--- src/inc/rsc_pkg.sv ---
// ----------------------------------------------------------------------------
// shared constants of the reset source and state control block
// ----------------------------------------------------------------------------
package rsc_pkg;

	// operating modes reported by the core
	typedef enum logic [1:0] {MODE_NORMAL, MODE_SLOW, MODE_IDLE, MODE_SLEEP} rsc_mode_t;

	// kind of the last reset that was applied
	typedef enum logic [1:0] {KIND_POR, KIND_LVR, KIND_WDT_RUN, KIND_WDT_SLEEP} rsc_kind_t;

	// ------------------------------------------------------------------------
	// register byte offsets on the apb bus
	// ------------------------------------------------------------------------
	localparam logic [7:0] ADDR_STATUS   = 8'h00;
	localparam logic [7:0] ADDR_CTRL     = 8'h04;
	localparam logic [7:0] ADDR_IRQ_STAT = 8'h08;
	localparam logic [7:0] ADDR_IRQ_CLR  = 8'h0C;
	localparam logic [7:0] ADDR_IRQ_EN   = 8'h10;

	// status register fields
	localparam int unsigned STAT_TO_BIT   = 0;
	localparam int unsigned STAT_PD_BIT   = 1;
	localparam int unsigned STAT_HOLD_BIT = 2;
	localparam int unsigned STAT_KIND_LSB = 4;

	// control register fields and reset value
	localparam int unsigned CTRL_INT_BIT  = 0;
	localparam int unsigned CTRL_TMR_BIT  = 1;
	localparam int unsigned CTRL_PORT_BIT = 2;
	localparam int unsigned CTRL_W        = 3;
	localparam logic [2:0]  CTRL_RESET    = 3'h0;

	// event bits shared by irq status, clear and enable
	localparam int unsigned EV_POR       = 0;
	localparam int unsigned EV_LVR       = 1;
	localparam int unsigned EV_WDT_RUN   = 2;
	localparam int unsigned EV_WDT_SLEEP = 3;
	localparam int unsigned NUM_EV       = 4;
	localparam logic [3:0]  IRQ_RESET    = 4'h0;

	// ------------------------------------------------------------------------
	// timing: core is held for the power-on delay after a full reset
	// ------------------------------------------------------------------------
	localparam int unsigned CLK_PERIOD_NS = 10;
	localparam int unsigned RSTD_NS       = 16_700_000;
	localparam int unsigned RSTD_CYC      = RSTD_NS / CLK_PERIOD_NS;
	localparam int unsigned HOLD_W        = 21;

endpackage : rsc_pkg

--- src/logic/rsc_sync.sv ---
`timescale 1ns/1ps
// ----------------------------------------------------------------------------
// two-stage synchroniser for asynchronous request levels
// ----------------------------------------------------------------------------
module rsc_sync #(
	parameter int unsigned W = 2
) (
	input  wire logic         clk,
	input  wire logic         nrst,
	input  wire logic [W-1:0] asyncIn,
	output logic      [W-1:0] syncOut
);

	// first stage is read only by the second stage
	for (genvar i = 0; i < W; i++) begin : g_bit
		logic metaQ;
		always_ff @(posedge clk or negedge nrst) begin
			if (!nrst) begin
				metaQ      <= 1'b0;
				syncOut[i] <= 1'b0;
			end else begin
				metaQ      <= asyncIn[i];
				syncOut[i] <= metaQ;
			end
		end
	end

endmodule : rsc_sync

--- src/logic/rsc_hold.sv ---
`timescale 1ns/1ps
// ----------------------------------------------------------------------------
// core hold timer: busy for a fixed number of cycles after each start
// ----------------------------------------------------------------------------
module rsc_hold #(
	parameter logic [rsc_pkg::HOLD_W-1:0] HoldCycles = rsc_pkg::HOLD_W'(rsc_pkg::RSTD_CYC)
) (
	input  wire logic clk,
	input  wire logic nrst,
	input  wire logic start,
	output logic      busy
);

	logic [rsc_pkg::HOLD_W-1:0] cntQ;

	// comes out of power-up already holding; a new start restarts the wait
	always_ff @(posedge clk or negedge nrst) begin
		if (!nrst) begin
			cntQ <= HoldCycles;
			busy <= 1'b1;
		end else if (start) begin
			cntQ <= HoldCycles;
			busy <= 1'b1;
		end else if (cntQ > rsc_pkg::HOLD_W'(1)) begin
			cntQ <= cntQ - rsc_pkg::HOLD_W'(1);
		end else begin
			cntQ <= '0;
			busy <= 1'b0;
		end
	end

endmodule : rsc_hold

--- src/logic/rsc_top.sv ---
// Register access over APB and the register addresses were left to the implementer.
`timescale 1ns/1ps
module rsc_top #(
	parameter logic [rsc_pkg::HOLD_W-1:0] HoldCycles = rsc_pkg::HOLD_W'(rsc_pkg::RSTD_CYC)
) (
	input  wire logic        clk,
	input  wire logic        nrst,
	input  wire logic        psel,
	input  wire logic        penable,
	input  wire logic        pwrite,
	input  wire logic [7:0]  paddr,
	input  wire logic [31:0] pwdata,
	output logic      [31:0] prdata,
	output logic             pready,
	output logic             pslverr,
	input  wire logic        porReq,
	input  wire logic        lowVoltageReset,
	input  wire logic        watchdogTimeout,
	input  wire logic [1:0]  opMode,
	input  wire logic        haltExec,
	input  wire logic        clrWatchdogExec,
	output logic             coreHold,
	output logic             pcClear,
	output logic             spLoadTop,
	output logic             spClearZero,
	output logic             periphInit,
	output logic      [1:0]  resetKind,
	output logic             wdtClear,
	output logic             tbClear,
	output logic             intEnable,
	output logic             timerEnable,
	output logic             portOutEnable,
	output logic             timeoutFlag,
	output logic             powerdownFlag,
	output logic             irq
);

	// ------------------------------------------------------------------------
	// request capture
	// ------------------------------------------------------------------------
	logic [1:0] reqSync;
	logic [1:0] reqSyncDlyQ;
	logic       porRise;
	logic       lvrRise;
	logic       porEv;
	logic       lvrEv;
	logic       wdtRunEv;
	logic       wdtSleepEv;
	logic       fullEv;
	logic       sleepy;
	logic       holdBusy;

	// power-on and low-voltage come from analog detectors, so they are synchronised
	rsc_sync #(
		.W(2)
	) u_sync (
		.clk    (clk),
		.nrst   (nrst),
		.asyncIn({lowVoltageReset, porReq}),
		.syncOut(reqSync)
	);

	// edge detect on the synchronised levels, one event per request
	always_ff @(posedge clk or negedge nrst) begin
		if (!nrst) begin
			reqSyncDlyQ <= 2'h0;
		end else begin
			reqSyncDlyQ <= reqSync;
		end
	end

	assign porRise = reqSync[0] & ~reqSyncDlyQ[0];
	assign lvrRise = reqSync[1] & ~reqSyncDlyQ[1];
	assign sleepy  = (opMode == rsc_pkg::MODE_IDLE) || (opMode == rsc_pkg::MODE_SLEEP);

	// one winner per cycle; lower sources are dropped, not queued
	assign porEv      = porRise;
	assign lvrEv      = lvrRise & ~porRise;
	assign wdtRunEv   = watchdogTimeout & ~porRise & ~lvrRise & ~sleepy;
	assign wdtSleepEv = watchdogTimeout & ~porRise & ~lvrRise & sleepy;
	// normal-mode watchdog reset takes the same full path as low voltage
	assign fullEv     = porEv | lvrEv | wdtRunEv;

	// ------------------------------------------------------------------------
	// hold timer and sequencer
	// ------------------------------------------------------------------------
	typedef enum logic [1:0] {ST_HOLD, ST_RUN, ST_WAKE} rsc_state_t;
	rsc_state_t stQ;

	rsc_hold #(
		.HoldCycles(HoldCycles)
	) u_hold (
		.clk  (clk),
		.nrst (nrst),
		.start(fullEv),
		.busy (holdBusy)
	);

	// the core stays held while the power-on delay runs out
	always_ff @(posedge clk or negedge nrst) begin
		if (!nrst) begin
			stQ      <= ST_HOLD;
			coreHold <= 1'b1;
		end else begin
			case (stQ)
				ST_HOLD: begin
					coreHold <= 1'b1;
					if (!holdBusy && !fullEv) begin
						stQ      <= ST_RUN;
						coreHold <= 1'b0;
					end
				end
				ST_RUN: begin
					coreHold <= 1'b0;
					if (fullEv) begin
						stQ      <= ST_HOLD;
						coreHold <= 1'b1;
					end else if (wdtSleepEv) begin
						stQ <= ST_WAKE;
					end
				end
				ST_WAKE: begin
					// partial reset: one cycle to restart from vector zero, no hold
					coreHold <= fullEv;
					stQ      <= fullEv ? ST_HOLD : ST_RUN;
				end
				default: begin
					stQ      <= ST_HOLD;
					coreHold <= 1'b1;
				end
			endcase
		end
	end

	// ------------------------------------------------------------------------
	// reset flags
	// ------------------------------------------------------------------------
	// the reset events outrank the core's own halt and clear instructions
	always_ff @(posedge clk or negedge nrst) begin
		if (!nrst) begin
			timeoutFlag   <= 1'b0;
			powerdownFlag <= 1'b0;
		end else if (porEv) begin
			timeoutFlag   <= 1'b0;
			powerdownFlag <= 1'b0;
		end else if (lvrEv) begin
			timeoutFlag   <= timeoutFlag; // low voltage leaves both alone
			powerdownFlag <= powerdownFlag;
		end else if (wdtRunEv) begin
			timeoutFlag <= 1'b1;
		end else if (wdtSleepEv) begin
			timeoutFlag   <= 1'b1;
			powerdownFlag <= 1'b1;
		end else if (haltExec) begin
			timeoutFlag   <= 1'b0;
			powerdownFlag <= 1'b1;
		end else if (clrWatchdogExec) begin
			timeoutFlag   <= 1'b0;
			powerdownFlag <= 1'b0;
		end
	end

	// ------------------------------------------------------------------------
	// core and peripheral init strobes
	// ------------------------------------------------------------------------
	// pc goes to zero on every kind; sp target depends on the kind
	always_ff @(posedge clk or negedge nrst) begin
		if (!nrst) begin
			pcClear     <= 1'b1;
			spLoadTop   <= 1'b1;
			spClearZero <= 1'b0;
		end else begin
			pcClear     <= fullEv | wdtSleepEv;
			spLoadTop   <= fullEv;
			spClearZero <= wdtSleepEv;
		end
	end

	// peripherals reload their per-kind values only on full resets
	always_ff @(posedge clk or negedge nrst) begin
		if (!nrst) begin
			periphInit <= 1'b1;
			resetKind  <= rsc_pkg::KIND_POR;
			wdtClear   <= 1'b1;
			tbClear    <= 1'b1;
		end else begin
			periphInit <= fullEv;
			wdtClear   <= fullEv; // counter restarts at once after the pulse
			tbClear    <= fullEv;
			if (porEv) begin
				resetKind <= rsc_pkg::KIND_POR;
			end else if (lvrEv) begin
				resetKind <= rsc_pkg::KIND_LVR;
			end else if (wdtRunEv) begin
				resetKind <= rsc_pkg::KIND_WDT_RUN;
			end else if (wdtSleepEv) begin
				resetKind <= rsc_pkg::KIND_WDT_SLEEP;
			end
		end
	end

	// ------------------------------------------------------------------------
	// apb slave
	// ------------------------------------------------------------------------
	logic                       apbAccess;
	logic                       apbWrite;
	logic                       addrHit;
	logic [31:0]                rdMux;
	logic [rsc_pkg::NUM_EV-1:0] irqStatQ;
	logic [rsc_pkg::NUM_EV-1:0] irqEnQ;
	logic [rsc_pkg::NUM_EV-1:0] irqSet;
	logic [rsc_pkg::NUM_EV-1:0] irqClr;

	// one wait state: pready rises in the second access cycle
	assign apbAccess = psel & penable & ~pready;
	assign apbWrite  = psel & penable & pready & pwrite;

	always_comb begin
		rdMux   = 32'h0000_0000;
		addrHit = 1'b1;
		case (paddr)
			rsc_pkg::ADDR_STATUS: begin
				rdMux[rsc_pkg::STAT_TO_BIT]   = timeoutFlag;
				rdMux[rsc_pkg::STAT_PD_BIT]   = powerdownFlag;
				rdMux[rsc_pkg::STAT_HOLD_BIT] = coreHold;
				rdMux[rsc_pkg::STAT_KIND_LSB +: 2] = resetKind;
			end
			rsc_pkg::ADDR_CTRL: begin
				rdMux[rsc_pkg::CTRL_INT_BIT]  = intEnable;
				rdMux[rsc_pkg::CTRL_TMR_BIT]  = timerEnable;
				rdMux[rsc_pkg::CTRL_PORT_BIT] = portOutEnable;
			end
			rsc_pkg::ADDR_IRQ_STAT: rdMux[rsc_pkg::NUM_EV-1:0] = irqStatQ;
			rsc_pkg::ADDR_IRQ_CLR:  rdMux = 32'h0000_0000; // write-only, reads zero
			rsc_pkg::ADDR_IRQ_EN:   rdMux[rsc_pkg::NUM_EV-1:0] = irqEnQ;
			default:                addrHit = 1'b0;
		endcase
	end

	// read data and error are captured with pready so they stand together
	always_ff @(posedge clk or negedge nrst) begin
		if (!nrst) begin
			pready  <= 1'b0;
			prdata  <= 32'h0000_0000;
			pslverr <= 1'b0;
		end else begin
			pready  <= apbAccess;
			pslverr <= apbAccess & ~addrHit;
			prdata  <= (apbAccess & ~pwrite) ? rdMux : 32'h0000_0000;
		end
	end

	// software enables; every full reset forces them off again
	always_ff @(posedge clk or negedge nrst) begin
		if (!nrst) begin
			intEnable     <= rsc_pkg::CTRL_RESET[rsc_pkg::CTRL_INT_BIT];
			timerEnable   <= rsc_pkg::CTRL_RESET[rsc_pkg::CTRL_TMR_BIT];
			portOutEnable <= rsc_pkg::CTRL_RESET[rsc_pkg::CTRL_PORT_BIT];
		end else if (fullEv) begin
			intEnable     <= 1'b0;
			timerEnable   <= 1'b0;
			portOutEnable <= 1'b0; // pins fall back to inputs
		end else if (apbWrite && paddr == rsc_pkg::ADDR_CTRL) begin
			intEnable     <= pwdata[rsc_pkg::CTRL_INT_BIT];
			timerEnable   <= pwdata[rsc_pkg::CTRL_TMR_BIT];
			portOutEnable <= pwdata[rsc_pkg::CTRL_PORT_BIT];
		end
	end

	// ------------------------------------------------------------------------
	// interrupt status, clear and enable
	// ------------------------------------------------------------------------
	assign irqSet = {wdtSleepEv, wdtRunEv, lvrEv, porEv};
	assign irqClr = (apbWrite && paddr == rsc_pkg::ADDR_IRQ_CLR) ?
		pwdata[rsc_pkg::NUM_EV-1:0] : '0;

	// status survives full resets so software can see why it restarted
	always_ff @(posedge clk or negedge nrst) begin
		if (!nrst) begin
			irqStatQ <= rsc_pkg::IRQ_RESET;
		end else begin
			irqStatQ <= (irqStatQ & ~irqClr) | irqSet; // set wins over clear
		end
	end

	always_ff @(posedge clk or negedge nrst) begin
		if (!nrst) begin
			irqEnQ <= rsc_pkg::IRQ_RESET;
		end else if (apbWrite && paddr == rsc_pkg::ADDR_IRQ_EN) begin
			irqEnQ <= pwdata[rsc_pkg::NUM_EV-1:0];
		end
	end

	// level output, one cycle behind the status
	always_ff @(posedge clk or negedge nrst) begin
		if (!nrst) begin
			irq <= 1'b0;
		end else begin
			irq <= |(irqStatQ & irqEnQ);
		end
	end
endmodule : rsc_top

--- config.mk ---
export PLATFORM = sky130hd
export DESIGN_NAME = rsc_top
export DESIGN_NICKNAME = d
export VERILOG_FILES = /design/src/inc/rsc_pkg.sv /design/src/logic/rsc_sync.sv /design/src/logic/rsc_hold.sv /design/src/logic/rsc_top.sv
export SDC_FILE = /design/constraint.sdc
export NUM_CORES = 1
export LEC_CHECK = 0
export BUFFER_PORTS_ARGS = -buffer_cell sky130_fd_sc_hd__buf_2
export CAP_MARGIN = 5
export CORE_ASPECT_RATIO = 1.2
export CORE_MARGIN = 2
export CORE_UTILIZATION = 54
export DETAILED_ROUTE_END_ITERATION = 12
export PLACE_DENSITY = 0.93
export SLEW_MARGIN = 20
export SYNTH_ARGS = -nofsm -noshare
export SYNTH_HDL_FRONTEND = slang
export SYNTH_HIERARCHICAL = 1
export SYNTH_SLANG_ARGS = --single-unit
export TNS_END_PERCENT = 50
--- constraint.sdc ---
create_clock -name clk -period 5.9 [get_ports clk]
set_input_delay 0.885 -clock clk [delete_from_list [all_inputs] [get_ports clk]]
set_output_delay 0.885 -clock clk [all_outputs]
set_load 0.005 [all_outputs]
==> results.json <==
{
  "wire_per_inst_um": 15.0,
  "totalWireLength_mm": 5.91,
  "setup_tns_ps": 0,
  "synth_edf_count": 0,
  "ant_nets": 0,
  "row_count": 29,
  "crit_fanout": 7,
  "coreArea_um2": 5260,
  "cts_setup_buffers": 0,
  "cts_root_buffer": "clkbuf_8",
  "ctsResizeCount": 0,
  "die-height_um": 84.8,
  "synthFlopType": "dfrtp_1",
  "max_cap_violations": 0,
  "timing.final.max_slew_violations": 0,
  "cts_made_buffers": 9,
  "clkLatencyLatePin_ps": 340,
  "final_common_cell": "buf_2",
  "async_reset_ff_share_pct": 100,
  "hpwl_mm": 4.03,
  "finalCriticalPeriod_ps": 2510,
  "status": "finished, final reports clean",
  "nNetsFinal": 385,
  "finalClockSkew_ps": 5.62,
  "grt_pass1_wl_mm": 9.81,
  "drc": 0,
  "grt_setup_unrepaired": "false",
  "hold_buffers": 0,
  "regToRegSetupSlack_ps": 3390,
  "hold_violations": 0,
  "cp.required_ps": 6150,
  "cp-start-kind": "register",
  "pwr_density_cell_nw_per_um2": 285,
  "critPathCaptureType": "register",
  "cts_tree": "done",
  "clockBufferDepth": 2,
  "grt.total_usage_pct": 21.1,
  "timing.fmax_mhz": 399,
  "clock-sinks": 58,
  "io_pins": 101,
  "synth.avg_cell_area_um2": 10.4,
  "arrival_ps": 2760,
  "crit_type": "reg -> reg",
  "post_dp_cell_area_um2": 3090,
  "place_congestion": 0.835,
  "setup_viol": 0,
  "drt-vias-per-instance": 5.69,
  "synth-seq-cells": 58,
  "maxSlewHeadroom_pct": 36.4,
  "fp.dieW_um": 71.3,
  "min_path_type": "reg -> reg",
  "port_buffers": 45,
  "fin_crit_sh_pct": 42.5,
  "synth_warnings": 6,
  "seq_area_frac_synth_pct": 50.1,
  "worstMarginPinSlew_ps": 952,
  "htreeDepth": 3,
  "dr.first_iter.drc_count": 106,
  "ir_worst_vdd_v": 0.000156,
  "dieArea_um2": 6050,
  "n_antenna_cell": 0,
  "netlist-cell-type-count": 45,
  "start_util_pct": 55.9,
  "firstDrtPassIters": 5,
  "grt_pass1_vias": 2192,
  "antenna_found_initial": 0,
  "final_layout_size_suffix_gt1_share_pct": 26.8,
  "leakage_nw": 1.50,
  "grt_max_degree": 59,
  "fin_area_um2": 3330,
  "clkTransAtPathRegs_ps": 60,
  "layout_common_cells": "buf_2, dfrtp_1, conb_1",
  "grt-ovfl-total": 0,
  "area_delta_synth_final_pct": 13.2,
  "vias": 2243,
  "syn_area_um2": 2940,
  "syn_inst": 282
}
layout make-up:
cell class,count,area (um^2)
Multi-Input combinational cell,204,1280
Tap cell,62,77.6
Sequential cell,58,1470
Timing Repair Buffer,46,233
Fill cell,404,1940
Inverter,8,30.0
Clock buffer,10,128
Clock inverter,6,105
synthesized netlist by cell type, types with 7 or more instances:
library cell	count	area [um^2]
nand2b_1	9	56.3
nand2_1	15	56.3
buf_4	29	218
dfrtp_1	42	1050
o21ai_0	16	80.1
a21oi_1	12	60.1
mux2i_1	7	70.1
dfstp_2	16	420
inv_1	8	30.0
xor2_1	9	78.8
nor2_1	25	93.8
cells by family (layout without fill, tap and decap cells):
logic type               Yosys count  in the layout  synth area share (%)
AND/OR/NAND/NOR                   94             94                  18.1
multiplexers                      12             12                  4.30
flip-flops                        58             58                  50.1
XOR/XNOR                          12             12                  3.58
other                              1             26                 0.128
buffers and inverters             45             70                  9.54
adder cells (fa/ha/maj)            6              6                  2.55
AO/OA/AOI/OAI                     54             54                  11.7
through the flow:
step                      hold slack, ps  power [mW]  utilization, %  worst slack, ps  instances
final                                344       0.947            63.2             3390        394
after global routing                 357       0.995            63.2             3230        394
after CTS                            345       0.956            63.2             3420        394
after detailed placement             336       0.523            58.8             3270        378
after global placement               333       0.519            58.8             3290        378
after floorplan                      331       0.500               -             3520        307
worst paths after layout:
path | from | end | cells after the start
setup / recovery | u_hold/cntQ[0]$_DFF_PN0_ | u_hold/cntQ[20]$_DFF_PN1_ | 6
hold / removal | u_sync/g_bit[0].metaQ$_DFF_PN0_ | u_sync/syncOut[0]$_DFF_PN0_ | 0
setup reg to reg | u_hold/cntQ[0]$_DFF_PN0_ | u_hold/cntQ[20]$_DFF_PN1_ | 6
hold reg to reg | u_sync/g_bit[0].metaQ$_DFF_PN0_ | u_sync/syncOut[0]$_DFF_PN0_ | 0
max in group asynchronous | nrst | prdata[3]$_DFF_PN0_ | 2
min in group asynchronous | nrst | prdata[1]$_DFF_PN0_ | 2
state kept, by name (all words and copies together) (netlist names), 2 cells and up:
signal / flops
resetKind: 2
reqSyncDlyQ: 2
u_sync/syncOut: 2
u_sync/g_bit.metaQ: 2
irqStatQ: 4
prdata: 6
u_hold/cntQ: 21
stQ: 2
irqEnQ: 4
critical path, stage by stage (launching register included):
cell and delay, ps:
dfrtp_1 450, inv_1 90, ha_1 170, nor3b_1 780
nand2_1 260, or4_1 470, o211ai_1 210
power by group:
part	total [mW]	switching [mW]	internal, mW
Combinational	0.0853	0.0538	0.0315
Clock	0.429	0.151	0.278
Sequential	0.433	0.0168	0.416
Total	0.947	0.222	0.726
routing by layer:
layer  global-route usage [%]  vias to the layer above  wire length, um
met5                        0                        -                0
met4                     10.6                        0              144
met3                     7.36                       14              379
met2                     35.9                       97             3130
met1                     23.0                     1094             2250
li1                         -                     1038                -
Note: power is estimated with default switching activity, not from simulation.
